`src/adcseq_map.svh`:
```
`ifndef ADCSEQ_MAP_SVH
`define ADCSEQ_MAP_SVH

// Register byte addresses
`define ADCSEQ_ADDR_CTRL0 12'h000
`define ADCSEQ_ADDR_CTRL1 12'h004
`define ADCSEQ_ADDR_APEL 12'h008
`define ADCSEQ_ADDR_APEH 12'h00C
`define ADCSEQ_ADDR_ISTAT 12'h010
`define ADCSEQ_ADDR_IMASK 12'h014

// Control 0 fields
`define ADCSEQ_C0_START 7
`define ADCSEQ_C0_BUSY 6
`define ADCSEQ_C0_POFF 5
`define ADCSEQ_C0_FMT 4
`define ADCSEQ_C0_CHLO_MSB 3
`define ADCSEQ_C0_RESET 8'h60

// Control 1 fields
`define ADCSEQ_C1_CHTOP 7
`define ADCSEQ_C1_BGEN 6
`define ADCSEQ_C1_REFSEL 4
`define ADCSEQ_C1_DIV_MSB 2
`define ADCSEQ_C1_WMASK 8'hD7
`define ADCSEQ_C1_RESET 8'h00

`define ADCSEQ_APEL_RESET 8'h00
`define ADCSEQ_APEH_WMASK 8'h03
`define ADCSEQ_APEH_RESET 8'h00

// Conversion timing in converter clock cycles; divider stop code and top count
`define ADCSEQ_SAMPLE_CYC 5'd4
`define ADCSEQ_TOTAL_CYC 5'd16
`define ADCSEQ_DIV_STOP 3'h7
`define ADCSEQ_DIV_MAXCNT 6'h3F

`endif

```
`src/adcseq_pkg.sv`:
```
package adcseq_pkg;
    typedef enum logic [1:0] {
        ADCSEQ_IDLE = 2'b00,
        ADCSEQ_HELD = 2'b01,
        ADCSEQ_SAMPLE = 2'b10,
        ADCSEQ_CONVERT = 2'b11
    } adcseq_state_type;
endpackage

```
`src/adcseq_clkdiv.sv`:
```
`include "adcseq_map.svh"

module adcseq_clkdiv
    import adcseq_pkg::*;
(
    input wire logic i_clk,
    input wire logic i_rst_n,
    input wire logic i_clear,
    input wire logic [2:0] i_div_code,
    output logic o_tick
);
    logic [5:0] cnt_reg;
    logic [5:0] cnt_next;
    logic [5:0] limit;

    always_comb begin
        limit = 6'h00;
        cnt_next = cnt_reg;
        o_tick = 1'b0;
        // Divide by 2**code for codes 0-6, code 7 stops; one-cycle enable per period
        case (i_div_code)
            3'h0: limit = 6'h00;
            3'h1: limit = 6'h01;
            3'h2: limit = 6'h03;
            3'h3: limit = 6'h07;
            3'h4: limit = 6'h0F;
            3'h5: limit = 6'h1F;
            3'h6: limit = `ADCSEQ_DIV_MAXCNT;
            default: limit = 6'h00;
        endcase
        if (i_clear || i_div_code == `ADCSEQ_DIV_STOP) begin
            cnt_next = 6'h00;
        end else if (cnt_reg >= limit) begin
            cnt_next = 6'h00;
            o_tick = 1'b1;
        end else begin
            cnt_next = cnt_reg + 6'h01;
        end
    end

    always_ff @(posedge i_clk) begin
        if (!i_rst_n) begin
            cnt_reg <= 6'h00;
        end else begin
            cnt_reg <= cnt_next;
        end
    end
endmodule

```
`src/adcseq_top.sv`:
```
// Function
// - Reference select: supply when 0, pin when 1
// - External reference disables other pin functions
// - Control 1 bit 3 reads zero
// - Divide code picks clock divide 1 to 64
// - Bandgap on when enabled, else grounded
// - Low enables make pins 0-7 analog
// - High enables channels 8,9; rest read zero
// - Start pulse rise then fall begins conversion
// - Start high holds reset, busy forced one
// - Busy clears when conversion finishes
// - Completion sets interrupt flag, raises interrupt when mask set
// - Conversion is 4 sample plus 12 cycles
// - Busy read-only, resets to one
// - Power off bit, one is off, resets one
// - Channel top bit routes bandgap, drops pins
//
// Decided for this implementation: the placing of the registers and register access over APB.
`include "adcseq_map.svh"

module adcseq_top
    import adcseq_pkg::*;
(
    input wire logic I_MCLK,
    input wire logic I_RST_N,
    input wire logic I_PSEL,
    input wire logic I_PENABLE,
    input wire logic I_PWRITE,
    input wire logic [11:0] I_PADDR,
    input wire logic [31:0] I_PWDATA,
    input wire logic [3:0] I_PSTRB,
    output logic [31:0] O_PRDATA,
    output logic O_PREADY,
    output logic O_PSLVERR,
    input wire logic I_LV_SUPERVISOR_EN,
    output logic O_REF_SELECT,
    output logic O_REF_PIN_EXCLUSIVE,
    output logic O_BANDGAP_ON,
    output logic O_BANDGAP_REF_ON,
    output logic O_BANDGAP_TO_ADC,
    output logic [9:0] O_ANALOG_PIN_EN,
    output logic [9:0] O_CHANNEL_ROUTE,
    output logic O_CONV_RESET,
    output logic O_CONV_POWER_ON,
    output logic O_CONV_CLK_EN,
    output logic O_SAMPLING,
    output logic O_CONV_DONE,
    output logic O_RESULT_FORMAT,
    output logic O_IRQ
);
    logic [7:0] ctrl0_reg;
    logic [7:0] ctrl0_next;
    logic [7:0] ctrl1_reg;
    logic [7:0] ctrl1_next;
    logic [7:0] apel_reg;
    logic [7:0] apel_next;
    logic [1:0] apeh_reg;
    logic [1:0] apeh_next;
    logic istat_reg;
    logic istat_next;
    logic imask_reg;
    logic imask_next;
    adcseq_state_type state_reg;
    adcseq_state_type state_next;
    logic [4:0] cyc_reg;
    logic [4:0] cyc_next;
    logic busy_reg;
    logic busy_next;
    logic done_reg;
    logic done_next;
    logic start_bit;
    logic start_fall;
    logic tick;
    logic wr_en;
    logic rd_en;
    logic addr_ok;
    logic [7:0] wbyte;
    logic [7:0] rd_byte;
    logic [3:0] ch_low;

    function automatic logic addr_mapped(input logic [11:0] a);
        addr_mapped = (a == `ADCSEQ_ADDR_CTRL0) || (a == `ADCSEQ_ADDR_CTRL1) ||
            (a == `ADCSEQ_ADDR_APEL) || (a == `ADCSEQ_ADDR_APEH) ||
            (a == `ADCSEQ_ADDR_ISTAT) || (a == `ADCSEQ_ADDR_IMASK);
    endfunction

    // Zero-wait APB slave
    assign addr_ok = addr_mapped(I_PADDR);
    assign wr_en = I_PSEL && I_PENABLE && I_PWRITE && addr_ok && I_PSTRB[0];
    assign rd_en = I_PSEL && !I_PWRITE && addr_ok;
    assign wbyte = I_PWDATA[7:0];
    assign O_PREADY = 1'b1;
    assign O_PSLVERR = I_PSEL && I_PENABLE && !addr_ok;

    assign start_bit = ctrl0_reg[`ADCSEQ_C0_START];

    always_comb begin
        ctrl0_next = ctrl0_reg;
        ctrl1_next = ctrl1_reg;
        apel_next = apel_reg;
        apeh_next = apeh_reg;
        imask_next = imask_reg;
        istat_next = istat_reg;
        start_fall = 1'b0;
        if (wr_en) begin
            case (I_PADDR)
                `ADCSEQ_ADDR_CTRL0: begin
                    // Busy bit is never written by software
                    ctrl0_next = {wbyte[7], ctrl0_reg[6], wbyte[5:0]};
                    start_fall = start_bit && !wbyte[7];
                end
                `ADCSEQ_ADDR_CTRL1: ctrl1_next = wbyte & `ADCSEQ_C1_WMASK;
                `ADCSEQ_ADDR_APEL: apel_next = wbyte;
                `ADCSEQ_ADDR_APEH: apeh_next = wbyte[1:0];
                `ADCSEQ_ADDR_IMASK: imask_next = wbyte[0];
                `ADCSEQ_ADDR_ISTAT: begin
                    if (wbyte[0]) begin
                        istat_next = 1'b0;
                    end
                end
                default: ctrl0_next = ctrl0_reg;
            endcase
        end
        // Completion wins over a same-cycle clear
        if (done_reg) begin
            istat_next = 1'b1;
        end
        ctrl0_next[`ADCSEQ_C0_BUSY] = busy_next;
    end

    // Conversion sequencer
    always_comb begin
        state_next = state_reg;
        cyc_next = cyc_reg;
        busy_next = busy_reg;
        done_next = 1'b0;
        if (start_bit && !start_fall) begin
            state_next = ADCSEQ_HELD;
            busy_next = 1'b1;
            cyc_next = 5'd0;
        end else begin
            case (state_reg)
                ADCSEQ_HELD: begin
                    if (start_fall) begin
                        state_next = ADCSEQ_SAMPLE;
                        cyc_next = 5'd0;
                    end
                end
                ADCSEQ_SAMPLE: begin
                    if (tick && O_CONV_POWER_ON) begin
                        cyc_next = cyc_reg + 5'd1;
                        if (cyc_reg + 5'd1 == `ADCSEQ_SAMPLE_CYC) begin
                            state_next = ADCSEQ_CONVERT;
                        end
                    end
                end
                ADCSEQ_CONVERT: begin
                    if (tick && O_CONV_POWER_ON) begin
                        cyc_next = cyc_reg + 5'd1;
                        if (cyc_reg + 5'd1 == `ADCSEQ_TOTAL_CYC) begin
                            state_next = ADCSEQ_IDLE;
                            busy_next = 1'b0;
                            done_next = 1'b1;
                            cyc_next = 5'd0;
                        end
                    end
                end
                default: state_next = ADCSEQ_IDLE;
            endcase
        end
    end

    adcseq_clkdiv u_div (
        .i_clk(I_MCLK),
        .i_rst_n(I_RST_N),
        .i_clear(state_reg == ADCSEQ_HELD || state_reg == ADCSEQ_IDLE),
        .i_div_code(ctrl1_reg[`ADCSEQ_C1_DIV_MSB:0]),
        .o_tick(tick)
    );

    always_ff @(posedge I_MCLK) begin
        if (!I_RST_N) begin
            ctrl0_reg <= `ADCSEQ_C0_RESET;
            ctrl1_reg <= `ADCSEQ_C1_RESET;
            apel_reg <= `ADCSEQ_APEL_RESET;
            apeh_reg <= 2'b00;
            istat_reg <= 1'b0;
            imask_reg <= 1'b0;
            state_reg <= ADCSEQ_IDLE;
            cyc_reg <= 5'd0;
            busy_reg <= 1'b1;
            done_reg <= 1'b0;
        end else begin
            ctrl0_reg <= ctrl0_next;
            ctrl1_reg <= ctrl1_next;
            apel_reg <= apel_next;
            apeh_reg <= apeh_next;
            istat_reg <= istat_next;
            imask_reg <= imask_next;
            state_reg <= state_next;
            cyc_reg <= cyc_next;
            busy_reg <= busy_next;
            done_reg <= done_next;
        end
    end

    // Read mux, unimplemented bits read zero
    always_comb begin
        rd_byte = 8'h00;
        case (I_PADDR)
            `ADCSEQ_ADDR_CTRL0: rd_byte = ctrl0_reg;
            `ADCSEQ_ADDR_CTRL1: rd_byte = ctrl1_reg & `ADCSEQ_C1_WMASK;
            `ADCSEQ_ADDR_APEL: rd_byte = apel_reg;
            `ADCSEQ_ADDR_APEH: rd_byte = {6'h00, apeh_reg};
            `ADCSEQ_ADDR_ISTAT: rd_byte = {7'h00, istat_reg};
            `ADCSEQ_ADDR_IMASK: rd_byte = {7'h00, imask_reg};
            default: rd_byte = 8'h00;
        endcase
        O_PRDATA = rd_en ? {24'h00_0000, rd_byte} : 32'h0000_0000;
    end

    assign ch_low = ctrl0_reg[`ADCSEQ_C0_CHLO_MSB:0];

    // Outputs decoded from control state
    assign O_REF_SELECT = ctrl1_reg[`ADCSEQ_C1_REFSEL];
    assign O_REF_PIN_EXCLUSIVE = ctrl1_reg[`ADCSEQ_C1_REFSEL];
    assign O_BANDGAP_ON = ctrl1_reg[`ADCSEQ_C1_BGEN];
    assign O_BANDGAP_REF_ON = ctrl1_reg[`ADCSEQ_C1_BGEN] || I_LV_SUPERVISOR_EN;
    assign O_BANDGAP_TO_ADC = ctrl1_reg[`ADCSEQ_C1_CHTOP];
    assign O_ANALOG_PIN_EN = {apeh_reg, apel_reg};
    // Codes above 9 all select channel 9
    always_comb begin
        O_CHANNEL_ROUTE = 10'h000;
        if (!ctrl1_reg[`ADCSEQ_C1_CHTOP]) begin
            if (ch_low > 4'h9) begin
                O_CHANNEL_ROUTE[9] = 1'b1;
            end else begin
                O_CHANNEL_ROUTE[ch_low] = 1'b1;
            end
        end
    end
    assign O_CONV_RESET = start_bit;
    assign O_CONV_POWER_ON = !ctrl0_reg[`ADCSEQ_C0_POFF];
    assign O_CONV_CLK_EN = tick;
    // State lags the start bit a cycle; mask sampling at once
    assign O_SAMPLING = state_reg == ADCSEQ_SAMPLE && !start_bit;
    assign O_CONV_DONE = done_reg;
    assign O_RESULT_FORMAT = ctrl0_reg[`ADCSEQ_C0_FMT];
    assign O_IRQ = istat_reg && imask_reg;
endmodule

```
`config.mk`:
```
export PLATFORM = sky130hd
export DESIGN_NAME = adcseq_top
export DESIGN_NICKNAME = d
export VERILOG_FILES = /design/src/adcseq_pkg.sv /design/src/adcseq_clkdiv.sv /design/src/adcseq_top.sv
export VERILOG_INCLUDE_DIRS = /design/src
export SDC_FILE = /design/constraint.sdc
export NUM_CORES = 1
export LEC_CHECK = 0
export ABC_AREA = 1
export BUFFER_PORTS_ARGS = -buffer_cell sky130_fd_sc_hd__buf_2
export CORE_MARGIN = 2
export CORE_UTILIZATION = 45
export CTS_BUF_LIST = sky130_fd_sc_hd__clkbuf_8
export DETAILED_ROUTE_END_ITERATION = 8
export GPL_ROUTABILITY_DRIVEN = 1
export PLACE_DENSITY = 0.79
export SLEW_MARGIN = 20
export SYNTH_ARGS = -nofsm -noshare
export SYNTH_HDL_FRONTEND = slang
export SYNTH_HIERARCHICAL = 1
export SYNTH_SLANG_ARGS = --single-unit
```
`constraint.sdc`:
```
create_clock -name I_MCLK -period 2.15 [get_ports I_MCLK]
set_input_delay 0.1075 -clock I_MCLK [delete_from_list [all_inputs] [get_ports I_MCLK]]
set_output_delay 0.1075 -clock I_MCLK [all_outputs]
set_load 0.01 [all_outputs]
```
==> impl_summary.md <==
Status
The flow ran to the end, but the final reports show violations. The final reports fail on setup timing.

Global routing
The initial antenna violation count is 0. Entering global routing, the biggest net connects 18 pins. The first global-routing pass estimated 11.6 mm of wire.

Global routing finished with a remaining overflow of 0. In the global route stage, overall resource usage came out at 19.8%. The number of global-route vias before repair was 2672.

Die
The area of the core is 0.00624 mm2. The die outline area is 0.00701 mm2. In this run the horizontal extent of the chip is 83.7 um. The effective utilization at floorplan is 45.8%. 120 I/O pins were placed. The number of core rows is 29.

The die is 83.7 um tall.

Synthesis
The mapped cell area is 0.00286 mm2. The largest total area in the synthesized netlist belongs to sky130_fd_sc_hd__dfxtp_1. For this run, the number of Yosys warnings is 6. After synthesis, the most frequently instantiated cells are 73 x sky130_fd_sc_hd__nand2_1, 59 x sky130_fd_sc_hd__inv_1, 51 x sky130_fd_sc_hd__nor2_1. The share of flip-flops with an asynchronous set or reset is 0%.

The leading register cell type out of synthesis is sky130_fd_sc_hd__dfxtp_1. Synthesis instantiated 41 different standard cells from the library. Sorting the synthesized cells by area gives the leading types as sky130_fd_sc_hd__dfxtp_1 28%, sky130_fd_sc_hd__nand2_1 9.6%, sky130_fd_sc_hd__inv_1 7.7%. The sequential fraction of the synthesis area is 28.0%.

Counting flops and latches in the post-synthesis netlist gives 40. A synthesized cell averages 6.82 um2. The post-synthesis cell count is 419.

Yosys instantiated no cell more often than sky130_fd_sc_hd__nand2_1. The portion of synthesized cell area occupied by the leading cell type is 28.0%. The number of flops mapped to enable cells by yosys is 0.

Power
The power per standard cell area is 596 mW/mm2. The total leakage power is 1.68 nW. The worst-case IR drop observed on VDD is 0.310 mV.

The post-layout total power is 0.00207 W.

Timing
Setup violations remaining at the end of the flow were counted as 14. The count of pins over their slew limit is 0. The clock arrives with 0.00663 ns of skew. The final worst setup slack is -0.142 ns. The portion of the clock cycle consumed by the worst path in the final layout is 107%. The final hold slack is 0.0454 ns. The number of endpoints with negative hold slack in the final report is 0.

The worst path in the final design needs a cycle of 2.29 ns, including I/O delays and setup. Derived from the worst setup path, the maximum achievable clock frequency is 0.436 GHz. Setup repair after global routing could not meet its margin everywhere. For the pin with the worst max-slew slack, the measured transition is 0.548 ns. The worst pin sits at a relative slew slack of 63.3%.

Clock tree
The clock sink count is 40. At the later pin of the worst-skew pair, clock insertion delay measures 0.30 ns. The clock-pin slew on the worst setup and hold paths is 0.09 ns.

The clock tree buffer depth is 2. The deepest level of the CTS H-tree is 2. In this run, CTS created clock tree buffers numbering 5.

The TritonCTS clock tree is yes. The buffer type at the clock tree root is sky130_fd_sc_hd__clkbuf_8. The total of hold buffers inserted after clock tree synthesis is 0.

Route
The number of vias after detailed routing is 2860. Using the TritonRoute via totals, the vias-per-cell ratio works out to 4.92. The sum of routed wire length over all layers is 7.06 mm. The number of detailed-routing iterations run before antenna repair is 5. The starting DRC count in detailed routing is 198. The detail route stage leaves a number of antenna-violating nets equal to 0. The final routed DRC violation total is 0. The final routed wire length divided by cell count is 12.2 um.

Worst setup path
The cell depth of the worst flop-to-flop path is 18. The required arrival time at the worst endpoint is 2.39 ns. The worst setup path is captured at a flop. Data on the critical path arrives at its endpoint at 2.54 ns. The most numerous cell type found on the critical path is sky130_fd_sc_hd__nand2_2. The critical path is of the reg2reg type. Walking the worst path, the cells encountered are inv_2 -> nor2_2 -> nand2_1 -> o21a_1 -> ha_1 -> nand2_2 -> nor2_4 -> nand2_2 -> a21oi_2 -> nand2_2 -> nand2_2 -> inv_2 -> a21oi_4 -> and2_4 -> nand2_4 -> nand2_2 -> nand2_1 -> nor2_1. The cell with the largest stage delay on the worst path is sky130_fd_sc_hd__dfxtp_4.

The critical path's largest stage delay is 0.38 ns. The launching element type of the critical path is a flop. Of all nets on the critical path, the largest fanout is 5.

Place
The port buffer count is 67. The instance count after placement with tap cells included is 568. The placer's final routability congestion estimate is 0.853.

The half-perimeter wire length after detailed placement is 5.33 mm. The cell area after placement is 0.00325 mm2.

Final layout
The number of nets in the final layout is 570. Across the whole layout, storage elements account for 812 um2. 0 antenna diodes ended up in the layout. The cell area after layout is 0.00347 mm2. Cells with a size suffix above 1 make up 31.9% of the layout.

The footprint of the multi-input gates is 0.00175 mm2. Counting the fill cells in the layout gives 581. Once layout is complete, the cells apart from fillers number 581. Relative to the synthesized area, the layout overhead comes to 21.3%.

Run
The tool flagged a number of max-cap violations equal to 0.

Worst hold path
The instance count along the most critical hold path is 3. The worst min-delay path class is in2reg.
==> layout make-up <==
type | instances | share of cell area, %
repair buffers | 85 | 14.0
flip-flops and latches | 40 | 23.4
inverters | 63 | 6.89
clock inverters | 3 | 0.541
well taps | 77 | 2.78
multi-input cells | 308 | 50.4
clock buffers | 5 | 1.98
==> final timing paths <==
check	slack, ns	from	end
setup / recovery	-0.14	ctrl1_reg[1]$_SDFFE_PN0P_	state_reg[1]$_SDFFE_PP0P_
hold / removal	0.05	I_PWDATA[3]	ctrl0_reg[3]$_SDFFE_PN0P_
setup reg to reg	-0.14	ctrl1_reg[1]$_SDFFE_PN0P_	state_reg[1]$_SDFFE_PP0P_
hold reg to reg	0.47	apel_reg[2]$_SDFFE_PN0P_	apel_reg[2]$_SDFFE_PN0P_
==> worst max-delay path, delay by kind of cell, from the launching register on <==
kind	cells	cell delay [ns]
flops	1	0.38
buf+inv	2	0.10
compound gates	3	0.43
fa+ha+maj	1	0.28
simple gates	12	1.03
==> stage by stage <==
step           utilization (%)  setup TNS (ns)  setup WS, ns
2_1_floorplan                -               0        0.0104
3_3_place_gp              52.1        -0.00588      -0.00588
3_5_place_dp              52.1          -0.490       -0.0920
4_1_cts                   54.4          -0.191       -0.0606
5_1_grt                   55.6           -3.31        -0.294
6_report                  55.6           -1.56        -0.142
==> routing by layer <==
metal,part of all wire [%],up-vias,track usage [%],routed length (um)
li1,-,1452,-,-
met1,43,1292,24.3,3040
met2,48,106,34.3,3400
met3,7.4,10,4.75,520
met4,1.5,0,6.30,103
met5,0,-,0,0
==> cells in the final DEF, fill, tap and decap left out, types with 4 or more instances in the layout <==
cell type                  netlist  routed
sky130_fd_sc_hd__a21oi_1        29      27
sky130_fd_sc_hd__a21oi_2         5       6
sky130_fd_sc_hd__buf_2           0      66
sky130_fd_sc_hd__buf_4          26      16
sky130_fd_sc_hd__clkbuf_8        0       5
sky130_fd_sc_hd__conb_1          2      25
sky130_fd_sc_hd__dfxtp_1        40      37
sky130_fd_sc_hd__ha_1           13      13
sky130_fd_sc_hd__inv_1          59      56
sky130_fd_sc_hd__inv_2           2       5
sky130_fd_sc_hd__nand2_1        73      69
sky130_fd_sc_hd__nand2_2         8      11
sky130_fd_sc_hd__nand2_4         3       4
sky130_fd_sc_hd__nand3_1        23      23
sky130_fd_sc_hd__nand4_1         7       7
sky130_fd_sc_hd__nor2_1         51      43
sky130_fd_sc_hd__nor2_2          6      13
sky130_fd_sc_hd__nor2_4          5       6
sky130_fd_sc_hd__nor3_1          5       5
sky130_fd_sc_hd__o21ai_0        21      20
sky130_fd_sc_hd__o21ai_1         7       7
sky130_fd_sc_hd__o21ai_2         5       6
==> what timing repair did <==
| item | 4_1_cts | 5_1_grt |
|---|---|---|
| buffers inserted | 4 | 1 |
| gates resized for setup | 12 | 17 |
| pin swaps | 7 | 10 |
| endpoints found under the hold margin | 0 | 0 |
| setup endpoints to repair | 9 | 16 |
==> cell families (layout without fill, tap and decap cells) <==
logic type	after synthesis	after routing	share of synthesized area, %
DFF	40	40	28.0
and+or+nand+nor	193	193	33.0
AOI/OAI and AO/OA	74	74	15.4
other	2	25	0.263
xor gates and xnor gates	3	3	0.919
buffers and inverters	94	156	16.6
adders and majority gates	13	13	5.69
==> power breakdown <==
group | internal, W | switching [W]
sequential | 0.000789 | 0.0000671
clock | 0.000226 | 0.000286
combinational | 0.000298 | 0.000401
(Power assumes the default switching activity.)
